<file path="src/common/bjs_pkg.sv">
// shared constants and types for the program-flow unit
package bjs_pkg;
	// operation selected by the instruction decoder upstream
	typedef enum logic [4:0] {
		OP_NONE = 5'h00,
		OP_RELATIVE_JUMP = 5'h01,
		OP_POINTER_JUMP = 5'h02,
		OP_EXT_POINTER_JUMP = 5'h03,
		OP_DIRECT_JUMP = 5'h04,
		OP_RELATIVE_INVOKE = 5'h05,
		OP_POINTER_INVOKE = 5'h06,
		OP_EXT_POINTER_INVOKE = 5'h07,
		OP_DIRECT_INVOKE = 5'h08,
		OP_SUB_RETURN = 5'h09,
		OP_INTERRUPT_EXIT = 5'h0A,
		OP_COMPARE_SKIP_EQUAL = 5'h0B,
		OP_COMPARE = 5'h0C,
		OP_COMPARE_CARRY = 5'h0D,
		OP_COMPARE_IMM = 5'h0E,
		OP_SKIP_REG_BIT_CLEAR = 5'h0F,
		OP_SKIP_REG_BIT_ONE = 5'h10,
		OP_SKIP_IO_BIT_CLEAR = 5'h11,
		OP_SKIP_IO_BIT_ONE = 5'h12,
		OP_BRANCH_FLAG_ONE = 5'h13,
		OP_BRANCH_FLAG_ZERO = 5'h14,
		OP_BRANCH_SIGNED_NOT_LESS = 5'h15,
		OP_BRANCH_SIGNED_LESS = 5'h16
	} bjs_op_t;

	// sequencer states, gray coded
	typedef enum logic [1:0] {
		ST_IDLE = 2'b00,
		ST_HOLD = 2'b01
	} bjs_state_t;

	// status flag register bit positions
	localparam int FLAG_C = 0;
	localparam int FLAG_Z = 1;
	localparam int FLAG_N = 2;
	localparam int FLAG_V = 3;
	localparam int FLAG_S = 4;
	localparam int FLAG_H = 5;
	localparam int FLAG_T = 6;
	localparam int FLAG_I = 7;
	localparam logic [7:0] STATUS_RESET = 8'h00;

	// instruction cycle counts
	localparam logic [2:0] CYC_ONE = 3'h1;
	localparam logic [2:0] CYC_JUMP = 3'h2;
	localparam logic [2:0] CYC_DIRECT_JUMP = 3'h3;
	localparam logic [2:0] CYC_INVOKE = 3'h4;
	localparam logic [2:0] CYC_DIRECT_INVOKE = 3'h5;
	localparam logic [2:0] CYC_RETURN = 3'h5;
	localparam logic [2:0] CYC_TAKEN = 3'h2;
	localparam logic [2:0] CYC_SKIP_ONE_WORD = 3'h2;
	localparam logic [2:0] CYC_SKIP_TWO_WORD = 3'h3;

	// program counter steps
	localparam int STEP_NEXT = 1;
	localparam int STEP_SKIP_ONE = 2;
	localparam int STEP_SKIP_TWO = 3;
	localparam int POINTER_W = 16;
	localparam int BYTE_MSB = 7;
	localparam int NIBBLE_MSB = 3;
endpackage

</file>
<file path="src/design/bjs_branch_jump_skip_unit.sv">
// program-flow unit: jumps, invokes, returns, compares, skips and flag branches
`timescale 1ns/100ps
// What this block does
// - pointer jump loads PC from Z, 2 cycles
// - extended pointer jump uses segment:Z, 2 cycles
// - pointer invoke pushes return, jumps Z, 4 cycles
// - extended invoke pushes return, jumps segment:Z, 4 cycles
// - relative jump/invoke target PC+k+1, 2/4 cycles
// - compare-skip-equal skips when registers equal
// - compares only update Z N V C H S
// - register bit skip on clear or set
// - I/O bit skip on clear or set
// - flag branch on selected flag one/zero
// - equal branches test zero flag
// - carry branches test carry flag
// - minus/plus branches test negative flag
// - signed branches test N xor V
// - half-carry branches test H flag
// - T flag branches test T flag
module bjs_branch_jump_skip_unit #(
	parameter int PC_W = 22,
	parameter int OFFSET_W = 12
) (
	input wire logic clock,
	input wire logic nrst,
	input wire logic instrValid,
	input wire bjs_pkg::bjs_op_t instrOp,
	input wire logic [OFFSET_W-1:0] relOffset,
	input wire logic [PC_W-1:0] absTarget,
	input wire logic [2:0] flagSel,
	input wire logic [2:0] bitSel,
	input wire logic [7:0] operandA,
	input wire logic [7:0] operandB,
	input wire logic ioBitValue,
	input wire logic nextTwoWord,
	input wire logic [15:0] zPointer,
	input wire logic [PC_W-17:0] extendedJumpSegment,
	input wire logic [PC_W-1:0] stackPc,
	input wire logic statusWrite,
	input wire logic [7:0] statusWrData,
	output logic instrReady,
	output logic [PC_W-1:0] pc_reg,
	output logic [7:0] statusFlagRegister_reg,
	output logic pushReq_reg,
	output logic [PC_W-1:0] pushData_reg,
	output logic popReq_reg,
	output logic done_reg,
	output logic [2:0] cycleCount_reg
);
	bjs_pkg::bjs_state_t state_reg;
	bjs_pkg::bjs_state_t state_next;
	logic [2:0] remain_reg;
	logic accept;
	logic [PC_W-1:0] relTarget;
	logic [PC_W-1:0] segTarget;
	logic [PC_W-1:0] zTarget;
	logic [PC_W-1:0] pcPlusOne;
	logic [PC_W-1:0] skipTarget;
	logic [PC_W-1:0] pcTarget;
	logic [2:0] cycles;
	logic skipCond;
	logic branchCond;
	logic isBranch;
	logic isSkip;
	logic isInvoke;
	logic isCompare;
	logic [7:0] subB;
	logic [8:0] diff;
	logic [7:0] res;
	logic flagN;
	logic flagV;
	logic flagC;
	logic flagH;
	logic flagZ;
	logic [7:0] st;

	assign st = statusFlagRegister_reg;
	// new work is only taken while nothing multi-cycle is in flight
	assign instrReady = (state_reg == bjs_pkg::ST_IDLE);
	assign accept = instrValid && instrReady;

	// candidate targets; offset is sign extended to the counter width
	assign pcPlusOne = pc_reg + PC_W'(bjs_pkg::STEP_NEXT);
	assign relTarget = pcPlusOne + {{(PC_W-OFFSET_W){relOffset[OFFSET_W-1]}}, relOffset};
	assign zTarget = {{(PC_W-bjs_pkg::POINTER_W){1'b0}}, zPointer};
	assign segTarget = {extendedJumpSegment, zPointer};
	assign skipTarget = nextTwoWord ? pc_reg + PC_W'(bjs_pkg::STEP_SKIP_TWO)
		: pc_reg + PC_W'(bjs_pkg::STEP_SKIP_ONE);

	// compare datapath; carry-in only for the carry variant
	assign subB = operandB;
	assign diff = {1'b0, operandA} - {1'b0, subB}
		- {8'h00, (instrOp == bjs_pkg::OP_COMPARE_CARRY) & st[bjs_pkg::FLAG_C]};
	assign res = diff[7:0];
	assign flagN = res[bjs_pkg::BYTE_MSB];
	assign flagC = (~operandA[bjs_pkg::BYTE_MSB] & subB[bjs_pkg::BYTE_MSB])
		| (subB[bjs_pkg::BYTE_MSB] & res[bjs_pkg::BYTE_MSB])
		| (res[bjs_pkg::BYTE_MSB] & ~operandA[bjs_pkg::BYTE_MSB]);
	assign flagH = (~operandA[bjs_pkg::NIBBLE_MSB] & subB[bjs_pkg::NIBBLE_MSB])
		| (subB[bjs_pkg::NIBBLE_MSB] & res[bjs_pkg::NIBBLE_MSB])
		| (res[bjs_pkg::NIBBLE_MSB] & ~operandA[bjs_pkg::NIBBLE_MSB]);
	assign flagV = (operandA[bjs_pkg::BYTE_MSB] & ~subB[bjs_pkg::BYTE_MSB] & ~flagN)
		| (~operandA[bjs_pkg::BYTE_MSB] & subB[bjs_pkg::BYTE_MSB] & flagN);
	// with carry, a zero result keeps the previous Z so multi-byte compares chain
	assign flagZ = (instrOp == bjs_pkg::OP_COMPARE_CARRY)
		? ((res == 8'h00) & st[bjs_pkg::FLAG_Z]) : (res == 8'h00);

	// condition evaluation for skips and branches
	always_comb begin
		skipCond = 1'b0;
		branchCond = 1'b0;
		isBranch = 1'b0;
		isSkip = 1'b0;
		unique case (instrOp)
			bjs_pkg::OP_COMPARE_SKIP_EQUAL: begin
				isSkip = 1'b1;
				skipCond = (operandA == operandB);
			end
			bjs_pkg::OP_SKIP_REG_BIT_CLEAR: begin
				isSkip = 1'b1;
				skipCond = ~operandA[bitSel];
			end
			bjs_pkg::OP_SKIP_REG_BIT_ONE: begin
				isSkip = 1'b1;
				skipCond = operandA[bitSel];
			end
			bjs_pkg::OP_SKIP_IO_BIT_CLEAR: begin
				isSkip = 1'b1;
				skipCond = ~ioBitValue;
			end
			bjs_pkg::OP_SKIP_IO_BIT_ONE: begin
				isSkip = 1'b1;
				skipCond = ioBitValue;
			end
			// flagSel picks Z for equal, C for carry/lower, N for minus/plus,
			// H for half carry, T for transfer bit
			bjs_pkg::OP_BRANCH_FLAG_ONE: begin
				isBranch = 1'b1;
				branchCond = st[flagSel];
			end
			bjs_pkg::OP_BRANCH_FLAG_ZERO: begin
				isBranch = 1'b1;
				branchCond = ~st[flagSel];
			end
			bjs_pkg::OP_BRANCH_SIGNED_NOT_LESS: begin
				isBranch = 1'b1;
				branchCond = ~(st[bjs_pkg::FLAG_N] ^ st[bjs_pkg::FLAG_V]);
			end
			bjs_pkg::OP_BRANCH_SIGNED_LESS: begin
				isBranch = 1'b1;
				branchCond = st[bjs_pkg::FLAG_N] ^ st[bjs_pkg::FLAG_V];
			end
			default: begin
				isBranch = 1'b0;
			end
		endcase
	end

	assign isInvoke = (instrOp == bjs_pkg::OP_RELATIVE_INVOKE)
		|| (instrOp == bjs_pkg::OP_POINTER_INVOKE)
		|| (instrOp == bjs_pkg::OP_EXT_POINTER_INVOKE)
		|| (instrOp == bjs_pkg::OP_DIRECT_INVOKE);
	assign isCompare = (instrOp == bjs_pkg::OP_COMPARE)
		|| (instrOp == bjs_pkg::OP_COMPARE_CARRY)
		|| (instrOp == bjs_pkg::OP_COMPARE_IMM);

	// next counter value and cycle cost of the offered instruction
	always_comb begin
		pcTarget = pcPlusOne;
		cycles = bjs_pkg::CYC_ONE;
		unique case (instrOp)
			bjs_pkg::OP_RELATIVE_JUMP: begin
				pcTarget = relTarget;
				cycles = bjs_pkg::CYC_JUMP;
			end
			bjs_pkg::OP_POINTER_JUMP: begin
				pcTarget = zTarget;
				cycles = bjs_pkg::CYC_JUMP;
			end
			bjs_pkg::OP_EXT_POINTER_JUMP: begin
				pcTarget = segTarget;
				cycles = bjs_pkg::CYC_JUMP;
			end
			bjs_pkg::OP_DIRECT_JUMP: begin
				pcTarget = absTarget;
				cycles = bjs_pkg::CYC_DIRECT_JUMP;
			end
			bjs_pkg::OP_RELATIVE_INVOKE: begin
				pcTarget = relTarget;
				cycles = bjs_pkg::CYC_INVOKE;
			end
			bjs_pkg::OP_POINTER_INVOKE: begin
				pcTarget = zTarget;
				cycles = bjs_pkg::CYC_INVOKE;
			end
			bjs_pkg::OP_EXT_POINTER_INVOKE: begin
				pcTarget = segTarget;
				cycles = bjs_pkg::CYC_INVOKE;
			end
			bjs_pkg::OP_DIRECT_INVOKE: begin
				pcTarget = absTarget;
				cycles = bjs_pkg::CYC_DIRECT_INVOKE;
			end
			bjs_pkg::OP_SUB_RETURN, bjs_pkg::OP_INTERRUPT_EXIT: begin
				pcTarget = stackPc;
				cycles = bjs_pkg::CYC_RETURN;
			end
			default: begin
				if (isBranch && branchCond) begin
					pcTarget = relTarget;
					cycles = bjs_pkg::CYC_TAKEN;
				end else if (isSkip && skipCond) begin
					pcTarget = skipTarget;
					cycles = nextTwoWord ? bjs_pkg::CYC_SKIP_TWO_WORD
						: bjs_pkg::CYC_SKIP_ONE_WORD;
				end
			end
		endcase
	end

	// sequencer: holds off new work until the instruction's cycles have run
	always_comb begin
		state_next = state_reg;
		unique case (state_reg)
			bjs_pkg::ST_IDLE: begin
				if (accept && cycles != bjs_pkg::CYC_ONE) begin
					state_next = bjs_pkg::ST_HOLD;
				end
			end
			bjs_pkg::ST_HOLD: begin
				if (remain_reg == bjs_pkg::CYC_ONE) begin
					state_next = bjs_pkg::ST_IDLE;
				end
			end
			default: begin
				state_next = bjs_pkg::ST_IDLE;
			end
		endcase
	end

	// state and remaining-cycle counter
	always_ff @(posedge clock) begin
		if (!nrst) begin
			state_reg <= bjs_pkg::ST_IDLE;
			remain_reg <= 3'h0;
		end else begin
			state_reg <= state_next;
			if (accept) begin
				remain_reg <= cycles - bjs_pkg::CYC_ONE;
			end else if (remain_reg != 3'h0) begin
				remain_reg <= remain_reg - bjs_pkg::CYC_ONE;
			end
		end
	end

	// completion pulse on the last cycle of every instruction
	always_ff @(posedge clock) begin
		if (!nrst) begin
			done_reg <= 1'b0;
			cycleCount_reg <= 3'h0;
		end else begin
			done_reg <= (accept && cycles == bjs_pkg::CYC_ONE)
				|| (state_reg == bjs_pkg::ST_HOLD && remain_reg == bjs_pkg::CYC_ONE);
			if (accept) begin
				cycleCount_reg <= cycles;
			end
		end
	end

	// program counter moves at acceptance; the hold only stalls the next fetch
	always_ff @(posedge clock) begin
		if (!nrst) begin
			pc_reg <= '0;
		end else if (accept && instrOp != bjs_pkg::OP_NONE) begin
			pc_reg <= pcTarget;
		end
	end

	// stack traffic: one push for invokes, one pop for returns
	always_ff @(posedge clock) begin
		if (!nrst) begin
			pushReq_reg <= 1'b0;
			pushData_reg <= '0;
			popReq_reg <= 1'b0;
		end else begin
			pushReq_reg <= accept && isInvoke;
			popReq_reg <= accept && (instrOp == bjs_pkg::OP_SUB_RETURN
				|| instrOp == bjs_pkg::OP_INTERRUPT_EXIT);
			if (accept && isInvoke) begin
				// direct invoke is two words long, so its return skips the address word
				pushData_reg <= (instrOp == bjs_pkg::OP_DIRECT_INVOKE)
					? pc_reg + PC_W'(bjs_pkg::STEP_SKIP_ONE) : pcPlusOne;
			end
		end
	end

	// status flags: compares write six flags (Z N V C H S), interrupt exit sets I;
	// own updates win over an external write in the same cycle
	always_ff @(posedge clock) begin
		if (!nrst) begin
			statusFlagRegister_reg <= bjs_pkg::STATUS_RESET;
		end else if (accept && isCompare) begin
			statusFlagRegister_reg[bjs_pkg::FLAG_Z] <= flagZ;
			statusFlagRegister_reg[bjs_pkg::FLAG_N] <= flagN;
			statusFlagRegister_reg[bjs_pkg::FLAG_V] <= flagV;
			statusFlagRegister_reg[bjs_pkg::FLAG_C] <= flagC;
			statusFlagRegister_reg[bjs_pkg::FLAG_H] <= flagH;
			statusFlagRegister_reg[bjs_pkg::FLAG_S] <= flagN ^ flagV;
		end else if (accept && instrOp == bjs_pkg::OP_INTERRUPT_EXIT) begin
			statusFlagRegister_reg[bjs_pkg::FLAG_I] <= 1'b1;
		end else if (statusWrite) begin
			statusFlagRegister_reg <= statusWrData;
		end
	end
endmodule

</file>
<file path="config.mk">
export PLATFORM = sky130hd
export DESIGN_NAME = bjs_branch_jump_skip_unit
export DESIGN_NICKNAME = d
export VERILOG_FILES = /design/src/common/bjs_pkg.sv /design/src/design/bjs_branch_jump_skip_unit.sv
export SDC_FILE = /design/constraint.sdc
export NUM_CORES = 1
export LEC_CHECK = 0
export ABC_CLOCK_PERIOD_IN_PS = 3300
export CAP_MARGIN = 40
export CORE_AREA = 5 5 179 112
export CTS_CLUSTER_SIZE = 12
export DETAILED_ROUTE_END_ITERATION = 10
export DIE_AREA = 0 0 184 117
export DONT_BUFFER_PORTS = 1
export PLACE_DENSITY = 0.54
export SYNTH_ARGS = -nofsm -noshare
export SYNTH_HDL_FRONTEND = slang
export SYNTH_SLANG_ARGS = --single-unit
export TNS_END_PERCENT = 10
</file>
<file path="constraint.sdc">
create_clock -name clock -period 3.3 [get_ports clock]
set_input_delay 0.66 -clock clock [delete_from_list [all_inputs] [get_ports clock]]
set_output_delay 0.66 -clock clock [all_outputs]
set_load 0.02 [all_outputs]
</file>
==> run_results.csv, run 1 <==
group,metric,value,unit
critical_path,reg2reg_from,"pc_reg[3]$_SDFFE_PN0P_",
logic_synthesis,most_numerous_cell_in_the_yosys_netlist,"nand2_1",
floorplan,die_w,184,µm
placed_design,dp.final_hpwl,19800,µm
clock_network,clkLatencyLatePin,350,ps
critical_path,critPathArrivalTime,3390,ps
grt,overflow,0,
hold_path,hold_class,"input pin to flip-flop",
clock_network,cts_inserted_buffers,9,
floorplan,io_pins,178,
critical_path,r2r-end,"pc_reg[17]$_SDFFE_PN0P_",
grt,pin_count_of_the_biggest_net_entering_global_routing,37,
cells_and_area,multi_input_comb_area,0.00480,mm²
critical_path,reg2reg_setup_slack,150,ps
power,vdd.ir_drop.worst,242,µV
cells_and_area,drive_gt1_frac,0.198,
logic_synthesis,postSynthNetCount,1013,
logic_synthesis,postSynth.asyncResetShare,0,
cells_and_area,final_cells,1164,
critical_path,setup.worst_path.end,"pc_reg[17]$_SDFFE_PN0P_",
timing,setup_slack,152,ps
timing,max_freq,318,MHz
clock_network,clock_sinks,62,
cells_and_area,nNetsFinal,1079,
grt,via_count_of_the_first_global_routing_pass,6172,
flow_run,cap_violations,0,
placed_design,pre_cts_ws,-68.7,ps
critical_path,ff2ff_path_depth,14,
floorplan,coreArea,0.0184,mm²
logic_synthesis,post_synth_instance_area,0.00627,mm²
run_status,outcome,"finished clean",
timing,setup_viol_count_final,0,
logic_synthesis,largest_area_contributor_in_the_netlist,"dfxtp_1",
floorplan,die_h,117,µm
cells_and_area,seq_area,0.00125,mm²
logic_synthesis,post_synthesis_sequential_element_count,62,
logic_synthesis,yosys.area.top_type_share,0.198,
placed_design,routability_cong,0.939,
route,drt-wirelength-per-cell,21.5,µm
timing,hold-worst-slack,444,ps
cells_and_area,finish.utilization,0.418,
timing,hold_fails_final_rpt,0,
clock_network,clk_pin_slew_worst_paths,70,ps
route,routed_via_density,5.81,
logic_synthesis,avg_cell_area_syn,7.41,µm²
logic_synthesis,postSynthCellCount,847,
critical_path,crit_path_from,"pc_reg[3]$_SDFFE_PN0P_",
route,vias,6765,
logic_synthesis,synth.top_cells.by_area,"dfxtp_1 (20%), ha_1 (8.8%), xnor2_1 (7.4%)",
timing,fin_worst_skew,15.2,ps
clock_network,cts_hold_repair.buffers,0,
placed_design,place.port_buffers,0,
logic_synthesis,synth.distinct_cells,71,
clock_network,clock_tree_from_tritoncts,"done",
route,drt_iter0_drc,655,
placed_design,dp_cells,1141,
route,drc,0,
timing,slew_viol_final,0,
timing,final_period_minus_worst_setup_slack,3150,ps
floorplan,core.rowCount,39,
critical_path,worst_path_fanout_max,5,
floorplan,floorplan.die_area,0.0215,mm²
timing,setup_tns,0,ps
floorplan,initial_core_utilization,0.340,
grt,grt_util_all_layers,0.224,
cells_and_area,antenna_cells,0,
route,totalWireLength,25100,µm
critical_path,worstSetupStartpointType,"flip-flop",
critical_path,critical_path_class,"flip-flop to flip-flop",
critical_path,crit_path_required_time,3550,ps
timing,period_share,0.954,
power,power-per-cell-area,427,mW/mm²
timing,tightestPinTransition,710,ps
critical_path,end_kind,"flip-flop",
clock_network,cts_max_level,3,
route,detail-route-antenna-nets,0,
logic_synthesis,post_synth_most_frequent_cells,"nand2_1 (82), a21oi_1 (79), nor2_1 (77)",
cells_and_area,layout-area-overhead-vs-synth,22.9,%
grt,global_route_wire_length_before_repair,37200,µm
logic_synthesis,part_of_the_yosys_area_used_for_sequential_elements,0.198,
clock_network,root_buffer,"clkbuf_16",
route,drt_pass1_iterations,5,
power,leakage,3.16,nW
grt,grt_antenna_before_repair,0,
logic_synthesis,ys_dominant_reg_cell,"dfxtp_1",
logic_synthesis,yosys_warnings,0,
logic_synthesis,synth-edff-count,0,
cells_and_area,final.fill_count,1918,
timing,grt_setup_unrepaired,"yes",
timing,timing.slew.headroom,0.526,
clock_network,cts-root-to-sink-buffers,2,
## how the worst min path moves through the flow
stage                                    from                   endpoint  slack [ps]  depth (start not counted)
finish                                   nrst    pc_reg[12]$_SDFFE_PN0P_         440                          1
global route                             nrst    pc_reg[12]$_SDFFE_PN0P_         450                          1
CTS                                      nrst    pc_reg[12]$_SDFFE_PN0P_         440                          1
detailed placement     pc_reg[7]$_SDFFE_PN0P_     pc_reg[7]$_SDFFE_PN0P_         500                          2
global placement    state_reg[0]$_SDFFE_PN0P_  state_reg[0]$_SDFFE_PN0P_         510                          2
floorplan           state_reg[0]$_SDFFE_PN0P_  state_reg[0]$_SDFFE_PN0P_         480                          2
## final cells by class
class	count	share of cell area
repair buffers	109	0.111
multi-input cells	685	0.622
clock inverters	6	0.0120
clock buffers	10	0.0310
flip-flops and latches	62	0.162
inverters	46	0.0224
well taps	246	0.0399
## stage by stage
| step | area, µm² | power [mW] |
|---|---|---|
| floorplan | 6310 | 1.76 |
| global placement | 7210 | 2.14 |
| detailed placement | 7220 | 2.14 |
| CTS | 7560 | 3.24 |
| finish | 7710 | 3.30 |
| global route | 7710 | 3.47 |
## cells in the final DEF, fill, tap and decap left out, types with 5 or more instances in the layout
cell type    n
o211ai_1     5
or3_1        5
a31oi_1     16
nor2b_1     10
xnor2_1     52
nand2_1     82
dfxtp_1     57
and3_1      14
a21oi_2      6
clkbuf_16    9
a221o_1      5
nand3_1     30
nor4_1       5
xor2_1      18
nand4_1     14
o21ai_0     35
a222oi_1    18
nor2_1      75
a21o_1       9
buf_4      106
nor3_1      11
o21a_1       7
ha_1        40
a211oi_1    18
inv_1       46
o211a_1      5
nand2b_1     9
mux2i_1     18
a21oi_1     73
## repair_timing
action	CTS	global route
buffers inserted	0	7
setup endpoints to repair	2	10
pin swaps	0	12
resized for setup	1	24
## logic make-up (layout without fill, tap and decap cells)
logic type / Yosys count / after routing / share of synthesized area
buf+inv: 100 / 171 / 0.0614
flops: 62 / 62 / 0.198
simple gates: 295 / 295 / 0.228
fa+ha+maj: 47 / 47 / 0.0973
mux: 25 / 25 / 0.0502
compound gates: 247 / 247 / 0.266
xor+xnor: 71 / 71 / 0.0991
## metal layers
layer	part of all wire	up-vias	GRT usage
met4	0.0094	0	0.0350
met2	0.39	276	0.304
met1	0.50	3215	0.350
met5	0	-	0
li1	-	3252	-
met3	0.10	22	0.0636
## where the power goes
part | internal [mW] | switching [mW] | leakage [nW]
clock | 0.687 | 0.416 | 0.155
sequential | 0.817 | 0.113 | 0.510
combinational | 0.552 | 0.713 | 2.50
## worst max-delay path, stage by stage (launching register included)
cell and delay (ps):
dfxtp_4 360, and4_4 220, and3_4 190, and3_4 180, buf_4 130, nand4_1 140, xnor2_2 260, ha_4 240
a21o_1 200, nor2_2 110, a31oi_1 170, a21oi_2 250, mux2i_1 280, o41ai_1 110, a31o_2 210
(Power assumes the default switching activity.)
==> inputs of run 2 (changes only) <==
Settings changed: ABC_CLOCK_PERIOD_IN_PS 3300 to not set, MAX_ROUTING_LAYER set to met4, PLACE_DENSITY 0.54 to 0.53.
Clock period 3.3 ns to 3.79 ns, I/O delays scaled along.
==> run_results.csv, run 2 (synthesis results as in run 1) <==
group,metric,value,unit
placed_design,routability_cong,1.00,
route,drc,0,
route,totalWireLength,25100,µm
floorplan,core.rowCount,39,
grt,via_count_of_the_first_global_routing_pass,6121,
grt,overflow,0,
cells_and_area,final_cell_mix,"nand2_1 (82), a21oi_1 (78), nor2_1 (77)",
route,m1WireLength,12100,µm
hold_path,min_delay_path_depth,2,
run_status,outcome,"finished clean",
floorplan,die_h,117,µm
timing,fin_worst_skew,12.5,ps
route,met3RoutedLength,2910,µm
route,drt_pass1_iterations,6,
critical_path,reg2reg_setup_slack,300,ps
placed_design,post_dp_cell_area,0.00690,mm²
timing,setup_viol_count_final,0,
route,detailroute.wirelength.met2,9810,µm
power,leakage,2.90,nW
floorplan,initial_core_utilization,0.340,
timing,final_period_minus_worst_setup_slack,3490,ps
cells_and_area,design_area,0.00718,mm²
floorplan,die_w,184,µm
floorplan,coreArea,0.0184,mm²
critical_path,critPathArrivalTime,3780,ps
hold_path,hold_class,"flip-flop to flip-flop",
floorplan,floorplan.die_area,0.0215,mm²
route,drt_iter0_drc,858,
timing,timing.slew.headroom,0.469,
critical_path,reg2reg_from,"pc_reg[1]$_SDFFE_PN0P_",
clock_network,post_cts_buffers,0,
timing,tightestPinTransition,790,ps
critical_path,end_kind,"flip-flop",
cells_and_area,layout.cells.most_common,"nand2_1",
timing,hold_fails_final_rpt,0,
grt,pin_count_of_the_biggest_net_entering_global_routing,37,
timing,grt_setup_unrepaired,"no",
flow_run,cap_violations,0,
power,power-per-cell-area,365,mW/mm²
critical_path,critical_path_class,"flip-flop to flip-flop",
critical_path,worstSetupStartpointType,"flip-flop",
cells_and_area,finish.utilization,0.389,
cells_and_area,layout-area-overhead-vs-synth,14.5,%
route,routed_via_density,5.92,
hold_path,min_delay_worst_endpoint,"pc_reg[7]$_SDFFE_PN0P_",
route,vias,6643,
timing,slew_viol_final,0,
timing,period_share,0.920,
grt,global_route_wire_length_before_repair,37700,µm
clock_network,clkLatencyLatePin,340,ps
power,vdd.ir_drop.worst,218,µV
timing,setup_tns,0,ps
cells_and_area,final.fill_count,1915,
placed_design,place.port_buffers,0,
critical_path,crit_path_required_time,4080,ps
critical_path,r2r-end,"pc_reg[17]$_SDFFE_PN0P_",
route,drt-wirelength-per-cell,22.4,µm
clock_network,clk_pin_slew_worst_paths,70,ps
clock_network,cts_inserted_buffers,9,
cells_and_area,nNetsFinal,1035,
clock_network,root_buffer,"clkbuf_16",
cells_and_area,drive_gt1_frac,0.126,
grt,grt_antenna_before_repair,2,
floorplan,io_pins,178,
clock_network,clock_sinks,62,
timing,hold-worst-slack,522,ps
placed_design,dp.final_hpwl,19800,µm
route,detail-route-antenna-nets,0,
grt,grt_util_all_layers,0.235,
critical_path,ff2ff_path_depth,14,
hold_path,holdCritStartpoint,"pc_reg[7]$_SDFFE_PN0P_",
timing,max_freq,287,MHz
clock_network,cts_max_level,3,
clock_network,cts-root-to-sink-buffers,2,
clock_network,clock_tree_from_tritoncts,"done",
route,top_layer_used,"met4",
critical_path,worst_path_fanout_max,7,
## run 2: cell type report
cell class,instances,area (µm²),share of cell area
Sequential cell,62,1240,0.173
Clock inverter,7,48.8,0.00679
Tap cell,246,308,0.0428
Antenna cell,3,7.51,0.00105
Multi-Input combinational cell,685,4680,0.652
Clock buffer,9,225,0.0314
Inverter,46,173,0.0240
Timing Repair Buffer,65,495,0.0690
## run 2: how the worst max path moves through the flow
stage	start	endpoint	slack, ps	cells past startpoint
2_1_floorplan	pc_reg[2]$_SDFFE_PN0P_	pc_reg[21]$_SDFFE_PN0P_	130	16
3_3_place_gp	flagSel[1]	pc_reg[16]$_SDFFE_PN0P_	270	9
3_5_place_dp	flagSel[1]	pc_reg[16]$_SDFFE_PN0P_	250	9
4_1_cts	pc_reg[1]$_SDFFE_PN0P_	pc_reg[18]$_SDFFE_PN0P_	350	15
5_1_grt	pc_reg[1]$_SDFFE_PN0P_	pc_reg[18]$_SDFFE_PN0P_	5	17
6_report	pc_reg[1]$_SDFFE_PN0P_	pc_reg[17]$_SDFFE_PN0P_	300	14
## run 2: metal layers
layer,vias up,global-route usage
met2,359,0.300
met1,3100,0.352
met4,0,0.0492
li1,3161,-
met5,-,-
met3,23,0.0757
## run 2: worst max-delay path, stage by stage (launching register included)
cell	delay (ps)
dfxtp_1	460
ha_1	240
nand2_1	80
buf_4	160
xnor2_1	120
ha_1	360
nand3_1	90
o2111ai_1	310
o2111ai_1	250
buf_4	210
a31oi_1	320
a21oi_1	180
mux2i_1	160
o41ai_1	330
a31o_2	170
## run 2: where the power goes
part	switching, mW	internal [mW]	total [mW]
Combinational	0.588	0.416	1.00
Sequential	0.102	0.710	0.812
Clock	0.359	0.445	0.804
## run 2: per-stage QoR
stage               cells  worst slack [ps]  power (mW)
global route         1122              4.61        2.77
floorplan             847               125        1.53
finish               1123               303        2.62
detailed placement   1104               250        1.80
CTS                  1120               354        2.61
global placement     1102               274        1.80
## run 2: repair_timing
item	CTS	global route
setup endpoints to repair	0	1
hold endpoints to repair	0	0
hold buffers	0	0
resized for setup	0	1
